**src/mcs_defs.vh**
```
`ifndef MCS_DEFS_VH
`define MCS_DEFS_VH
// ==========================================================
// Register byte offsets
`define MCS_OFF_CTRL 8'h00
`define MCS_OFF_CLK 8'h04
`define MCS_OFF_STA 8'h08
`define MCS_OFF_STB 8'h0C
`define MCS_OFF_IM 8'h10
`define MCS_OFF_TOR 8'h14
`define MCS_OFF_TOD 8'h18
`define MCS_OFF_BLEN 8'h1C
`define MCS_OFF_NBLK 8'h20
`define MCS_OFF_FIFO 8'h24
`define MCS_OFF_RXD 8'h28
`define MCS_OFF_TXD 8'h2C
`define MCS_OFF_CMD 8'h30
`define MCS_OFF_NBLC 8'h34
// ==========================================================
// Control register fields
`define MCS_CTL_CMD_LOGIC_RESET 0
`define MCS_CTL_DATA_LOGIC_RESET 1
`define MCS_CTL_WIDTH 2
// Clock register fields
`define MCS_CLK_EN 8
`define MCS_CLK_DIVIDE_BY_FOUR 9
// Command register fields
`define MCS_CMD_BUSY 0
`define MCS_CMD_NORESP 1
// Status A flag positions (mask uses the same)
`define MCS_ST_DATDONE 0
`define MCS_ST_BSYDONE 1
`define MCS_ST_RSPDONE 2
`define MCS_ST_TORESP 3
`define MCS_ST_TORD 4
`define MCS_ST_WRITE_CRC_ERR 5
`define MCS_ST_READ_CRC_ERR 6
`define MCS_ST_RESP_CRC_ERR 7
`define MCS_ST_TXRDY 9
`define MCS_ST_RXRDY 10
`define MCS_ST_LAST 12
`define MCS_NFLAG 13
// Status B fields
`define MCS_SB_BUSY 0
`define MCS_SB_TXEMP 3
`define MCS_SB_CLKSTP 6
// Reset values
`define MCS_RST_CTRL 8'h03
`define MCS_RST_BLEN 12'h200
`define MCS_RST_CLK 10'h0FF
// FIFO thresholds in bytes
`define MCS_THR_HI 8'h40
`define MCS_THR_LO 8'h20
// AXI responses
`define MCS_RESP_OK 2'h0
`define MCS_RESP_SLVERR 2'h2
`endif

```
**src/mcs_core.v**
```verilog
`timescale 1ns/1ps
`default_nettype none
`include "mcs_defs.vh"
module mcs_core (
  input wire CLK,
  input wire RESET,
  // AXI4-Lite slave
  input wire [7:0] AWADDR,
  input wire AWVALID,
  output reg AWREADY,
  input wire [31:0] WDATA,
  input wire [3:0] WSTRB,
  input wire WVALID,
  output reg WREADY,
  output reg [1:0] BRESP,
  output reg BVALID,
  input wire BREADY,
  input wire [7:0] ARADDR,
  input wire ARVALID,
  output reg ARREADY,
  output reg [31:0] RDATA,
  output reg [1:0] RRESP,
  output reg RVALID,
  input wire RREADY,
  // Events from command/data engines (same clock)
  input wire CMD_START,
  input wire RESP_RCVD,
  input wire CMD_SENT,
  input wire RESP_CRC_ERR,
  input wire READ_START,
  input wire READ_DATA_ARRIVED,
  input wire READ_CRC_ERR,
  input wire WRITE_CRC_ERR,
  input wire DATA_COMPLETE,
  input wire BLOCK_DONE,
  input wire BYTE_TO_SHIFTER,
  input wire XFER_ACTIVE,
  input wire TX_SHIFTER_EMPTY,
  input wire STOP_CMD,
  input wire [7:0] FIFO_LEVEL,
  input wire [31:0] FIFO_RDATA,
  // Busy indication from card pin
  input wire CARD_BUSY_PIN,
  // Outputs
  output reg CARD_CLOCK_PIN,
  output reg BUS_4BIT,
  output reg CMD_LOGIC_RESET,
  output reg DATA_LOGIC_RESET,
  output reg RESP_TIMEOUT,
  output reg READ_TIMEOUT,
  output reg XFER_LAST_BLOCK,
  output reg FIFO_POP,
  output reg FIFO_PUSH,
  output reg [31:0] FIFO_WDATA,
  output reg IRQ
);
  // ==========================================================
  // Registers
  reg [7:0] control_reg_r;
  reg [9:0] clock_ctrl_reg_r;
  reg [12:0] interrupt_mask_reg_r;
  reg [7:0] response_timeout_reg_r;
  reg [15:0] read_timeout_reg_r;
  reg [11:0] block_length_reg_r;
  reg [15:0] block_count_reg_r;
  reg [15:0] blocks_left_r;
  reg [2:0] fifo_ctrl_reg_r;
  reg [1:0] command_reg_r;
  reg [12:0] status_reg_a_r;
  reg [12:0] stat_set;
  reg [11:0] byte_cnt_r;
  reg busy_wait_r;
  reg resp_wait_r;
  reg read_wait_r;
  reg busy_s1_r;
  reg busy_s2_r;
  reg have_aw_r;
  reg have_w_r;
  reg [7:0] aw_r;
  reg [31:0] w_r;
  wire mclk;
  wire mrise;
  wire to_resp;
  wire to_read;
  wire ctl_rst = control_reg_r[`MCS_CTL_CMD_LOGIC_RESET] | control_reg_r[`MCS_CTL_DATA_LOGIC_RESET];
  wire wr_go = have_aw_r & have_w_r & ~BVALID;
  wire rd_go = ARREADY & ARVALID;
  wire rd_sta = rd_go & (ARADDR == `MCS_OFF_STA);
  wire [7:0] thresh = fifo_ctrl_reg_r[0] ? `MCS_THR_HI : `MCS_THR_LO;
  wire last_byte = BYTE_TO_SHIFTER & (byte_cnt_r == block_length_reg_r - 12'h001)
    & (block_count_reg_r != 16'h0000) & (blocks_left_r == 16'h0001);

  // ==========================================================
  // Clock divider and time-out counters
  mcs_clkdiv u_div (
    .CLK(CLK),
    .RESET(RESET),
    .div(clock_ctrl_reg_r[7:0]),
    .divide_by_four(clock_ctrl_reg_r[`MCS_CLK_DIVIDE_BY_FOUR]),
    .run(~ctl_rst),
    .mclk_r(mclk),
    .rise_r(mrise)
  );
  mcs_tocnt #(.W(8)) u_tor (
    .CLK(CLK),
    .RESET(RESET),
    .start(CMD_START & ~ctl_rst),
    .waiting(resp_wait_r),
    .tick(mrise),
    .limit(response_timeout_reg_r),
    .expire_r(to_resp)
  );
  mcs_tocnt #(.W(16)) u_tod (
    .CLK(CLK),
    .RESET(RESET),
    .start(READ_START & ~ctl_rst),
    .waiting(read_wait_r),
    .tick(mrise),
    .limit(read_timeout_reg_r),
    .expire_r(to_read)
  );

  // ==========================================================
  // Card busy pin synchroniser
  always @(posedge CLK) begin
    if (RESET) begin
      busy_s1_r <= 1'b0;
      busy_s2_r <= 1'b0;
    end else begin
      busy_s1_r <= CARD_BUSY_PIN;
      busy_s2_r <= busy_s1_r;
    end
  end

  // ==========================================================
  // Event collection for status A
  always @* begin
    stat_set = {`MCS_NFLAG{1'b0}};
    stat_set[`MCS_ST_RXRDY] = FIFO_LEVEL > thresh;
    stat_set[`MCS_ST_TXRDY] = XFER_ACTIVE & (FIFO_LEVEL < thresh);
    stat_set[`MCS_ST_RESP_CRC_ERR] = RESP_CRC_ERR;
    stat_set[`MCS_ST_READ_CRC_ERR] = READ_CRC_ERR;
    stat_set[`MCS_ST_WRITE_CRC_ERR] = WRITE_CRC_ERR;
    stat_set[`MCS_ST_TORESP] = to_resp;
    stat_set[`MCS_ST_TORD] = to_read;
    stat_set[`MCS_ST_RSPDONE] = RESP_RCVD | (CMD_SENT & command_reg_r[`MCS_CMD_NORESP]);
    stat_set[`MCS_ST_BSYDONE] = busy_wait_r & ~busy_s2_r;
    stat_set[`MCS_ST_DATDONE] = DATA_COMPLETE;
    stat_set[`MCS_ST_LAST] = last_byte;
    if (ctl_rst) begin
      stat_set = {`MCS_NFLAG{1'b0}};
    end
  end

  // ==========================================================
  // Sticky status, wait tracking, block counting
  // Set wins over a clear by status read or receive-data read
  always @(posedge CLK) begin
    if (RESET) begin
      status_reg_a_r <= {`MCS_NFLAG{1'b0}};
      busy_wait_r <= 1'b0;
      resp_wait_r <= 1'b0;
      read_wait_r <= 1'b0;
      byte_cnt_r <= 12'h000;
      blocks_left_r <= 16'h0000;
    end else begin
      if (rd_sta) begin
        status_reg_a_r <= stat_set;
      end else if (rd_go && ARADDR == `MCS_OFF_RXD) begin
        status_reg_a_r <= (status_reg_a_r & ~(13'h0001 << `MCS_ST_RXRDY)) | stat_set;
      end else begin
        status_reg_a_r <= status_reg_a_r | stat_set;
      end
      if (ctl_rst) begin
        resp_wait_r <= 1'b0;
        read_wait_r <= 1'b0;
        busy_wait_r <= 1'b0;
      end else begin
        if (CMD_START) begin
          resp_wait_r <= ~command_reg_r[`MCS_CMD_NORESP];
        end else if (RESP_RCVD || to_resp) begin
          resp_wait_r <= 1'b0;
        end
        if (READ_START) begin
          read_wait_r <= 1'b1;
        end else if (READ_DATA_ARRIVED || to_read) begin
          read_wait_r <= 1'b0;
        end
        if (RESP_RCVD || CMD_SENT) begin
          busy_wait_r <= command_reg_r[`MCS_CMD_BUSY];
        end else if (!busy_s2_r) begin
          busy_wait_r <= 1'b0;
        end
      end
      // Byte and block accounting
      if (ctl_rst || CMD_START) begin
        byte_cnt_r <= 12'h000;
        blocks_left_r <= block_count_reg_r;
      end else if (BYTE_TO_SHIFTER) begin
        if (byte_cnt_r == block_length_reg_r - 12'h001) begin
          byte_cnt_r <= 12'h000;
          if (blocks_left_r != 16'h0000) begin
            blocks_left_r <= blocks_left_r - 16'h0001;
          end
        end else begin
          byte_cnt_r <= byte_cnt_r + 12'h001;
        end
      end
    end
  end

  // ==========================================================
  // AXI4-Lite write channel
  always @(posedge CLK) begin
    if (RESET) begin
      AWREADY <= 1'b1;
      WREADY <= 1'b1;
      have_aw_r <= 1'b0;
      have_w_r <= 1'b0;
      aw_r <= 8'h00;
      w_r <= 32'h00000000;
      BVALID <= 1'b0;
      BRESP <= `MCS_RESP_OK;
      control_reg_r <= `MCS_RST_CTRL;
      clock_ctrl_reg_r <= `MCS_RST_CLK;
      interrupt_mask_reg_r <= {`MCS_NFLAG{1'b0}};
      response_timeout_reg_r <= 8'h00;
      read_timeout_reg_r <= 16'h0000;
      block_length_reg_r <= `MCS_RST_BLEN;
      block_count_reg_r <= 16'h0000;
      fifo_ctrl_reg_r <= 3'h0;
      command_reg_r <= 2'h0;
      FIFO_PUSH <= 1'b0;
      FIFO_WDATA <= 32'h00000000;
    end else begin
      FIFO_PUSH <= 1'b0;
      if (AWREADY && AWVALID) begin
        aw_r <= AWADDR;
        have_aw_r <= 1'b1;
        AWREADY <= 1'b0;
      end
      if (WREADY && WVALID) begin
        w_r <= WDATA;
        have_w_r <= 1'b1;
        WREADY <= 1'b0;
      end
      if (BVALID && BREADY) begin
        BVALID <= 1'b0;
        AWREADY <= 1'b1;
        WREADY <= 1'b1;
      end
      // Byte strobes ignored: every register is written whole
      if (wr_go) begin
        have_aw_r <= 1'b0;
        have_w_r <= 1'b0;
        BVALID <= 1'b1;
        BRESP <= `MCS_RESP_OK;
        case (aw_r)
          `MCS_OFF_CTRL: control_reg_r <= w_r[7:0];
          `MCS_OFF_CLK: clock_ctrl_reg_r <= w_r[9:0];
          `MCS_OFF_IM: interrupt_mask_reg_r <= w_r[12:0];
          `MCS_OFF_TOR: response_timeout_reg_r <= w_r[7:0];
          `MCS_OFF_TOD: read_timeout_reg_r <= w_r[15:0];
          `MCS_OFF_BLEN: block_length_reg_r <= w_r[11:0];
          `MCS_OFF_NBLK: block_count_reg_r <= w_r[15:0];
          `MCS_OFF_FIFO: fifo_ctrl_reg_r <= w_r[2:0];
          `MCS_OFF_CMD: command_reg_r <= w_r[1:0];
          `MCS_OFF_TXD: begin
            FIFO_PUSH <= 1'b1;
            FIFO_WDATA <= w_r;
          end
          default: BRESP <= `MCS_RESP_SLVERR;
        endcase
      end
    end
  end

  // ==========================================================
  // AXI4-Lite read channel, one cycle after address
  always @(posedge CLK) begin
    if (RESET) begin
      ARREADY <= 1'b1;
      RVALID <= 1'b0;
      RDATA <= 32'h00000000;
      RRESP <= `MCS_RESP_OK;
      FIFO_POP <= 1'b0;
    end else begin
      FIFO_POP <= 1'b0;
      if (RVALID && RREADY) begin
        RVALID <= 1'b0;
        ARREADY <= 1'b1;
      end
      if (rd_go) begin
        ARREADY <= 1'b0;
        RVALID <= 1'b1;
        RRESP <= `MCS_RESP_OK;
        RDATA <= 32'h00000000;
        case (ARADDR)
          `MCS_OFF_CTRL: RDATA <= {24'h000000, control_reg_r};
          `MCS_OFF_CLK: RDATA <= {22'h000000, clock_ctrl_reg_r};
          `MCS_OFF_STA: RDATA <= {19'h00000, status_reg_a_r};
          `MCS_OFF_STB: RDATA <= {25'h0000000, ~CARD_CLOCK_PIN & ~clock_ctrl_reg_r[`MCS_CLK_EN],
            2'h0, TX_SHIFTER_EMPTY, 2'h0, busy_s2_r};
          `MCS_OFF_IM: RDATA <= {19'h00000, interrupt_mask_reg_r};
          `MCS_OFF_TOR: RDATA <= {24'h000000, response_timeout_reg_r};
          `MCS_OFF_TOD: RDATA <= {16'h0000, read_timeout_reg_r};
          `MCS_OFF_BLEN: RDATA <= {20'h00000, block_length_reg_r};
          `MCS_OFF_NBLK: RDATA <= {16'h0000, block_count_reg_r};
          `MCS_OFF_NBLC: RDATA <= {16'h0000, blocks_left_r};
          `MCS_OFF_FIFO: RDATA <= {29'h00000000, fifo_ctrl_reg_r};
          `MCS_OFF_CMD: RDATA <= {30'h00000000, command_reg_r};
          `MCS_OFF_RXD: begin
            RDATA <= FIFO_RDATA;
            FIFO_POP <= 1'b1;
          end
          `MCS_OFF_TXD: RDATA <= 32'h00000000;
          default: RRESP <= `MCS_RESP_SLVERR;
        endcase
      end
    end
  end

  // ==========================================================
  // Registered outputs: card clock gate, mode, time-outs, interrupt
  // Plain AND gate: an enable drop mid-high can shorten one card clock pulse
  always @(posedge CLK) begin
    if (RESET) begin
      CARD_CLOCK_PIN <= 1'b0;
      BUS_4BIT <= 1'b0;
      CMD_LOGIC_RESET <= 1'b1;
      DATA_LOGIC_RESET <= 1'b1;
      RESP_TIMEOUT <= 1'b0;
      READ_TIMEOUT <= 1'b0;
      XFER_LAST_BLOCK <= 1'b0;
      IRQ <= 1'b0;
    end else begin
      CARD_CLOCK_PIN <= mclk & (clock_ctrl_reg_r[`MCS_CLK_EN]
        | XFER_ACTIVE | resp_wait_r | busy_wait_r);
      BUS_4BIT <= control_reg_r[`MCS_CTL_WIDTH];
      CMD_LOGIC_RESET <= control_reg_r[`MCS_CTL_CMD_LOGIC_RESET];
      DATA_LOGIC_RESET <= control_reg_r[`MCS_CTL_DATA_LOGIC_RESET];
      RESP_TIMEOUT <= to_resp;
      READ_TIMEOUT <= to_read;
      // Unlimited count never flags a last block; STOP_CMD masks it only while high
      XFER_LAST_BLOCK <= (block_count_reg_r != 16'h0000)
        & (blocks_left_r == 16'h0001) & ~STOP_CMD;
      IRQ <= |(status_reg_a_r & interrupt_mask_reg_r);
    end
  end
endmodule
`default_nettype wire

```
**src/mcs_clkdiv.v**
```verilog
`timescale 1ns/1ps
`default_nettype none
// ==========================================================
// Memory clock divider: toggles every (div+1)*(1 or 2) cycles
module mcs_clkdiv (
  input wire CLK,
  input wire RESET,
  input wire [7:0] div,
  input wire divide_by_four,
  input wire run,
  output reg mclk_r,
  output reg rise_r
);
  reg [8:0] cnt_r;
  wire [8:0] half = divide_by_four ? {div, 1'b1} : {1'b0, div};
  // Half period of (div+1) or 2*(div+1) cycles
  always @(posedge CLK) begin
    if (RESET) begin
      cnt_r <= 9'h000;
      mclk_r <= 1'b0;
      rise_r <= 1'b0;
    end else if (!run) begin
      cnt_r <= 9'h000;
      mclk_r <= 1'b0;
      rise_r <= 1'b0;
    end else if (cnt_r >= half) begin
      cnt_r <= 9'h000;
      mclk_r <= ~mclk_r;
      rise_r <= ~mclk_r;
    end else begin
      cnt_r <= cnt_r + 9'h001;
      rise_r <= 1'b0;
    end
  end
endmodule
`default_nettype wire

```
**src/mcs_tocnt.v**
```verilog
`timescale 1ns/1ps
`default_nettype none
// ==========================================================
// Time-out counter in memory clock cycles; zero limit waits forever
module mcs_tocnt #(
  parameter W = 16
) (
  input wire CLK,
  input wire RESET,
  input wire start,
  input wire waiting,
  input wire tick,
  input wire [W-1:0] limit,
  output reg expire_r
);
  reg [W-1:0] cnt_r;
  reg armed_r;
  always @(posedge CLK) begin
    if (RESET) begin
      cnt_r <= {W{1'b0}};
      armed_r <= 1'b0;
      expire_r <= 1'b0;
    end else begin
      expire_r <= 1'b0;
      if (start) begin
        cnt_r <= limit;
        armed_r <= (limit != {W{1'b0}});
      end else if (!waiting) begin
        armed_r <= 1'b0;
      end else if (armed_r && tick) begin
        if (cnt_r == {{(W-1){1'b0}}, 1'b1}) begin
          expire_r <= 1'b1;
          armed_r <= 1'b0;
        end
        cnt_r <= cnt_r - {{(W-1){1'b0}}, 1'b1};
      end
    end
  end
endmodule
`default_nettype wire

```
**config.mk**
```make
export PLATFORM = sky130hd
export DESIGN_NAME = mcs_core
export DESIGN_NICKNAME = d
export VERILOG_FILES = /design/src/mcs_core.v /design/src/mcs_clkdiv.v /design/src/mcs_tocnt.v
export VERILOG_INCLUDE_DIRS = /design/src
export SDC_FILE = /design/constraint.sdc
export NUM_CORES = 1
export LEC_CHECK = 0
export ABC_AREA = 0
export BUFFER_PORTS_ARGS = -buffer_cell sky130_fd_sc_hd__buf_2
export CAP_MARGIN = 20
export CORE_MARGIN = 2
export CORE_UTILIZATION = 55
export CTS_CLUSTER_DIAMETER = 80
export DETAILED_ROUTE_END_ITERATION = 10
export PLACE_DENSITY = 0.8
export SETUP_SLACK_MARGIN = 0.3
export SLEW_MARGIN = 10
export SYNTH_ARGS = -nofsm -noshare
export SYNTH_HDL_FRONTEND = slang
export SYNTH_SLANG_ARGS = --single-unit
```
**constraint.sdc**
```tcl
create_clock -name CLK -period 3.9 [get_ports CLK]
set_input_delay 0.195 -clock CLK [delete_from_list [all_inputs] [get_ports CLK]]
set_output_delay 0.195 -clock CLK [all_outputs]
set_load 0.05 [all_outputs]
```
=== Yosys cells after proc, flatten, opt, wreduce, memory -nomap -nowiden ===
Cells that the tools add are included.

* $add $sub $neg: 6
* Magnitude comparators: 3
* Equality and inequality tests: 31
* Muxes and demuxes: 43
* Bitwise logic cells: 39
* Reduce and logical (&&, ||, !) cells: 56

{| class="wikitable"
|+ Operator list
! kind !! number
|-
| one-hot mux 32 bit (13 select lines) || 1
|-
| two-way mux 16 bit || 7
|-
| equality test 8 x 6 -> 1 bit (second input constant) || 10
|-
| equality test 8 x 5 -> 1 bit (second input constant) || 8
|-
| nonzero test 16 bit || 3
|-
| two-way mux 13 bit || 3
|-
| equality test 16 x 1 -> 1 bit (second input constant) || 2
|-
| subtractor 16 x 1 -> 16 bit (second input constant) || 2
|-
| AND reduction 2 bit || 14
|-
| OR 13 bit || 2
|-
| two-way mux 1 bit || 24
|-
| two-way mux 8 bit || 3
|-
| nonzero test 2 bit || 11
|-
| bitwise AND 1 bit || 16
|-
| equality test 8 x 3 -> 1 bit (second input constant) || 2
|-
| equality test 8 x 4 -> 1 bit (second input constant) || 2
|-
| logical NOT 8 bit || 2
|-
| NOT 1 bit || 15
|-
| OR reduction 14 bit || 1
|-
| bitwise AND 13 bit || 1
|-
| OR reduction 13 bit || 1
|-
| adder 12 x 1 -> 12 bit (second input constant) || 1
|-
| equality test 12 bit || 1
|-
| two-way mux 12 bit || 1
|-
| 21 further kinds || 45
|}

* Register bits: 298

=== Longest topological paths before layout ===
* Depth after elaboration: 9
* Mapped depth: 11
* Gate-level depth less buffers: 9

=== By module ===
Synthesis repeated with hierarchy kept, for this count alone.

* Cell total of the unflattened synthesis: 1,615
* Area, all modules: 13,539.2 um2

{| class="wikitable"
|+ By module, submodules not included
! module !! instances !! cells an instance !! area each (um2) !! seq. area each (um2)
|-
| mcs_core || 1 || 1,344 || 11,183.2 || 5,104.9
|-
| mcs_tocnt at u_tod || 1 || 120 || 1,021.0 || 360.3
|-
| mcs_clkdiv || 1 || 76 || 704.4 || 220.2
|-
| mcs_tocnt at u_tor || 1 || 75 || 630.6 || 200.2
|}

=== Worst setup path after synthesis ===
No wires, ideal clock.

* Path kind: register to register
* Start point: register block_length_reg_r[0]
* End point: register blocks_left_r[7]
* Setup time: 62 ps
* Arrival: 2,822 ps
* Data required time: 3,838 ps
* Slack: 1,016 ps
* Cell stages (with the launch flop): 9
* Buffers on the path: 1
* Period minus slack after synthesis: 2,884 ps
* Cell sequence: dfxtp_1 > buf_6 > or4_4 > or4b_4 > a211oi_2 > o22ai_2 > or3_4 > or4_1 > nand3_1

* Cells in the longest elaborated chain, start to end: 4

{| class="wikitable"
|+ Ends and longest elaborated chain
! item !! RTL line !! source
|-
| from (decl) || mcs_core.v:64 || <nowiki>reg [11:0] block_length_reg_r;</nowiki>
|-
| from (signal assigned) || mcs_core.v:229 || <nowiki>block_length_reg_r <= `MCS_RST_BLEN;</nowiki>
|-
| from (signal assigned) || mcs_core.v:264 || <nowiki>`MCS_OFF_BLEN: block_length_reg_r <= w_r[11:0];</nowiki>
|-
| subtractor 12 x 1 -> 12 bit || mcs_core.v:200 || <nowiki>if (byte_cnt_r == block_length_reg_r - 12'h001) begin</nowiki>
|-
| equality test 12 bit || mcs_core.v:200 ||
|-
| nonzero test 2 bit (no line) || -- ||
|-
| AND reduction 3 bit (no line) || -- ||
|-
| to (signal assigned) || mcs_core.v:198 || <nowiki>blocks_left_r <= block_count_reg_r;</nowiki>
|-
| to (signal assigned) || mcs_core.v:203 || <nowiki>blocks_left_r <= blocks_left_r - 16'h0001;</nowiki>
|-
| to (decl) || mcs_core.v:66 || <nowiki>reg [15:0] blocks_left_r;</nowiki>
|}

Every way passes these cells.
A chain may end at the register's enable or synchronous reset.

=== Worst setup path after layout ===
* Start point: register block_length_reg_r[6]
* End point: register blocks_left_r[7]

Same word-level chain as after synthesis.

==> impl_metrics.yaml <==
setup_path:
  critPathCapture: "blocks_left_r[7]"
  rr_startpoint: "block_length_reg_r[6]"
  regToRegSetupSlack_ns: 0.73
  crit_path_start_kind: "register"
  critPathKind: "reg -> reg"
  startpoint: "block_length_reg_r[6]"
  rr_worst_depth: 7
  cp.required_ns: 4.40
  cp_data_arrival_time_ns: 3.67
  crit_path_end_kind: "register"
  crit_path_max_fanout: 7
  timing.rr.end: "blocks_left_r[7]"
clock_tree:
  numCtsBuffers: 30
  h-tree-depth: 1
  cts_buffer_depth: 3
  clkTransAtPathRegs_ns: 0.06
  clockRootBuffer: "clkbuf_16"
  postCtsResizedCells: 0
  cts.sinks: 294
  insertion_delay_ns: 0.56
  cts_tree: "yes"
sta:
  drv_slew: 0
  finalSetupViolCount: 0
  min_period_ns: 3.170
  clock-skew-final_ns: 0.01493
  fin_tns_setup_ns: 0
  min_period_over_period_pct: 81.29
  finalHoldViolations: 0
  fmax_mhz: 315.4
  hold-worst-slack_ns: 0.02819
  tightestPinTransition_ns: 1.017
  rsz0062_at_grt: "no"
  relSlewSlack_pct: 32.04
finish:
  diodes: 0
  layoutNonFillerInstCount: 2178
  fin_nets: 1969
  drive_gt1_share_pct: 15.76
  syn_to_final_growth_pct: 23.13
floorplan:
  die_y_um: 159.4
  dieArea_sq_um: 25400
  start_util_pct: 56.23
  die_w_um: 159.4
  row_count: 56
  io_pins: 197
  core_sq_um: 23610
pwr:
  vdd_drop_max_mv: 0.3406
  leakage_uw: 0.006368
  power_density_nw_per_um2: 415.8
  power_uw: 6797
yosys:
  avgSynthCellArea_sq_um: 8.195
  synthArstFlopShare_pct: 0
  ys_seq_elements: 294
  yosysWarnings: 0
  synth_edf_count: 0
  synthTopCellsByCount: "294 x dfxtp_1, 262 x nand2_1, 170 x a21oi_1"
  yosys_most_used_dff: "dfxtp_1"
  synth_area_leaders: "dfxtp_1 44%, nand2_1 7.4%, a21oi_1 6.4%, nor2_1 4.7%, mux2i_1 4.2%"
  ys_seq_area_share_pct: 44.33
  synth.most_common_cell: "dfxtp_1"
  synth_top_area_share_pct: 44.33
  synth_cells: 1620
  synth_cell_types: 69
  yosysTopAreaCell: "dfxtp_1"
  syn-cell-area_sq_um: 13280
drt:
  wire_per_inst_um: 20.85
  drt-total-wl_um: 45410
  viasPerCell: 6.188
  drt_iter0_markers: 1465
  firstDrtPassIters: 6
  drc: 0
  vias: 13480
  antenna_left: 0
hold_path:
  min_path_type: "in -> reg"
grt:
  grt_first_pass_wirelength_um: 69880
  grt_pass1_vias: 12780
  antenna_found_initial: 0
  grt_usage_pct: 33.96
  grt_max_degree: 138
  overflow: 0
placement:
  io_buffers: 189
  numPlacedInstances: 2042
  dpl.hpwl_um: 29180
  routabilityCongestion: 0.9946
run_status:
  status: "finished clean"
job:
  cap_violations: 0
[worst min-delay path by stage]
stage / startpoint / end / slack [ns] / depth (start not counted)
2_1_floorplan: STOP_CMD / XFER_LAST_BLOCK / 0.27 / 1
3_3_place_gp: STOP_CMD / XFER_LAST_BLOCK / 0.36 / 2
3_5_place_dp: STOP_CMD / XFER_LAST_BLOCK / 0.38 / 2
4_1_cts: AWVALID / aw_r[1] / 0.003 / 3
5_1_grt: RESP_RCVD / resp_wait_r / 0.04 / 4
6_report: FIFO_RDATA[11] / RDATA[11] / 0.03 / 3
[placed cells by master (no fill, tap or decap), types with 8 or more instances in the layout]
cell and count:
dfxtp_1 294, nand2_1 262, buf_2 188, a21oi_1 170, nor2_1 164, nand3_1 101
dlygate4sd3_1 79, mux2i_1 56, nor3_1 32, a211oi_1 31, clkbuf_16 31, nor4_1 30
xnor2_1 29, inv_1 25, o21ai_0 23, buf_4 23, ha_1 20, xor2_1 19
a22oi_1 19, a311oi_1 17, and3_1 17, nand4_1 15, a211o_1 11, nor2b_1 11
a32oi_1 11, nand2b_1 10, or3_1 10, a22o_1 9, and4_1 8, a21o_1 8
clkbuf_1 8
[worst max-delay path: stages, from the launching register on]
cell and delay (ns):
dfxtp_1 0.39, nor4_1 0.63, nand3_1 0.14, a2111oi_0 0.61, nand3_1 0.30, or3_4 0.45
or4_1 0.50, nand3_1 0.09
[logic make-up after synthesis]
logic type,synth area share (%)
simple gates,24.63
flops,44.33
xor+xnor,3.167
fa+ha+maj,1.885
compound gates,16.97
buf+inv,4.165
other cells,0.02825
mux,4.816
[power breakdown]
part | internal, uW | leakage, uW | total [uW] | switching [uW]
clock network | 1950 | 0.000533 | 3190 | 1230
registers | 3050 | 0.00238 | 3120 | 72.7
logic | 180 | 0.00346 | 491 | 311
total | 5180 | 0.00637 | 6800 | 1620
[per-layer routing]
| metal | wire, um | GRT usage, % | vias up |
|---|---|---|---|
| li1 | - | - | 6191 |
| met1 | 17830 | 44.37 | 6336 |
| met2 | 20690 | 55.73 | 801 |
| met3 | 4669 | 5.653 | 150 |
| met4 | 2215 | 14.50 | 0 |
| met5 | 0 | 0 | - |
[what timing repair did]
item	in CTS	in global routing
buffers inserted	0	0
setup endpoints to repair	0	0
hold buffers	79	0
endpoints found under the hold margin	77	0
[cell type report]
cell class | instances | area [sq um]
fillers | 1867 | 7266
inverters | 25 | 93.84
flip-flops and latches | 294 | 5886
repair buffers | 294 | 1993
clock inverters | 12 | 220.2
well taps | 319 | 399.1
multi-input cells | 1190 | 6880
clock buffers | 44 | 874.6
[registers in the layout (all words and copies together) (netlist names), 11 cells and up]
register / cells
byte_cnt_r: 12
block_length_reg_r: 12
block_count_reg_r: 16
u_tod.cnt_r: 16
interrupt_mask_reg_r: 13
blocks_left_r: 16
read_timeout_reg_r: 16
RDATA: 32
w_r: 32
status_reg_a_r: 11
FIFO_WDATA: 32
[through the flow]
step | worst slack, ns | cell area, sq um | utilization [%]
after floorplan | 1.016 | 13280 | -
after global placement | 0.8351 | 14410 | 61.01
after detailed placement | 0.7430 | 14430 | 61.13
after CTS | 0.7296 | 16320 | 69.11
after global routing | 0.3890 | 16350 | 69.23
final | 0.7297 | 16350 | 69.23
Note: power is estimated with default switching activity, not from simulation.
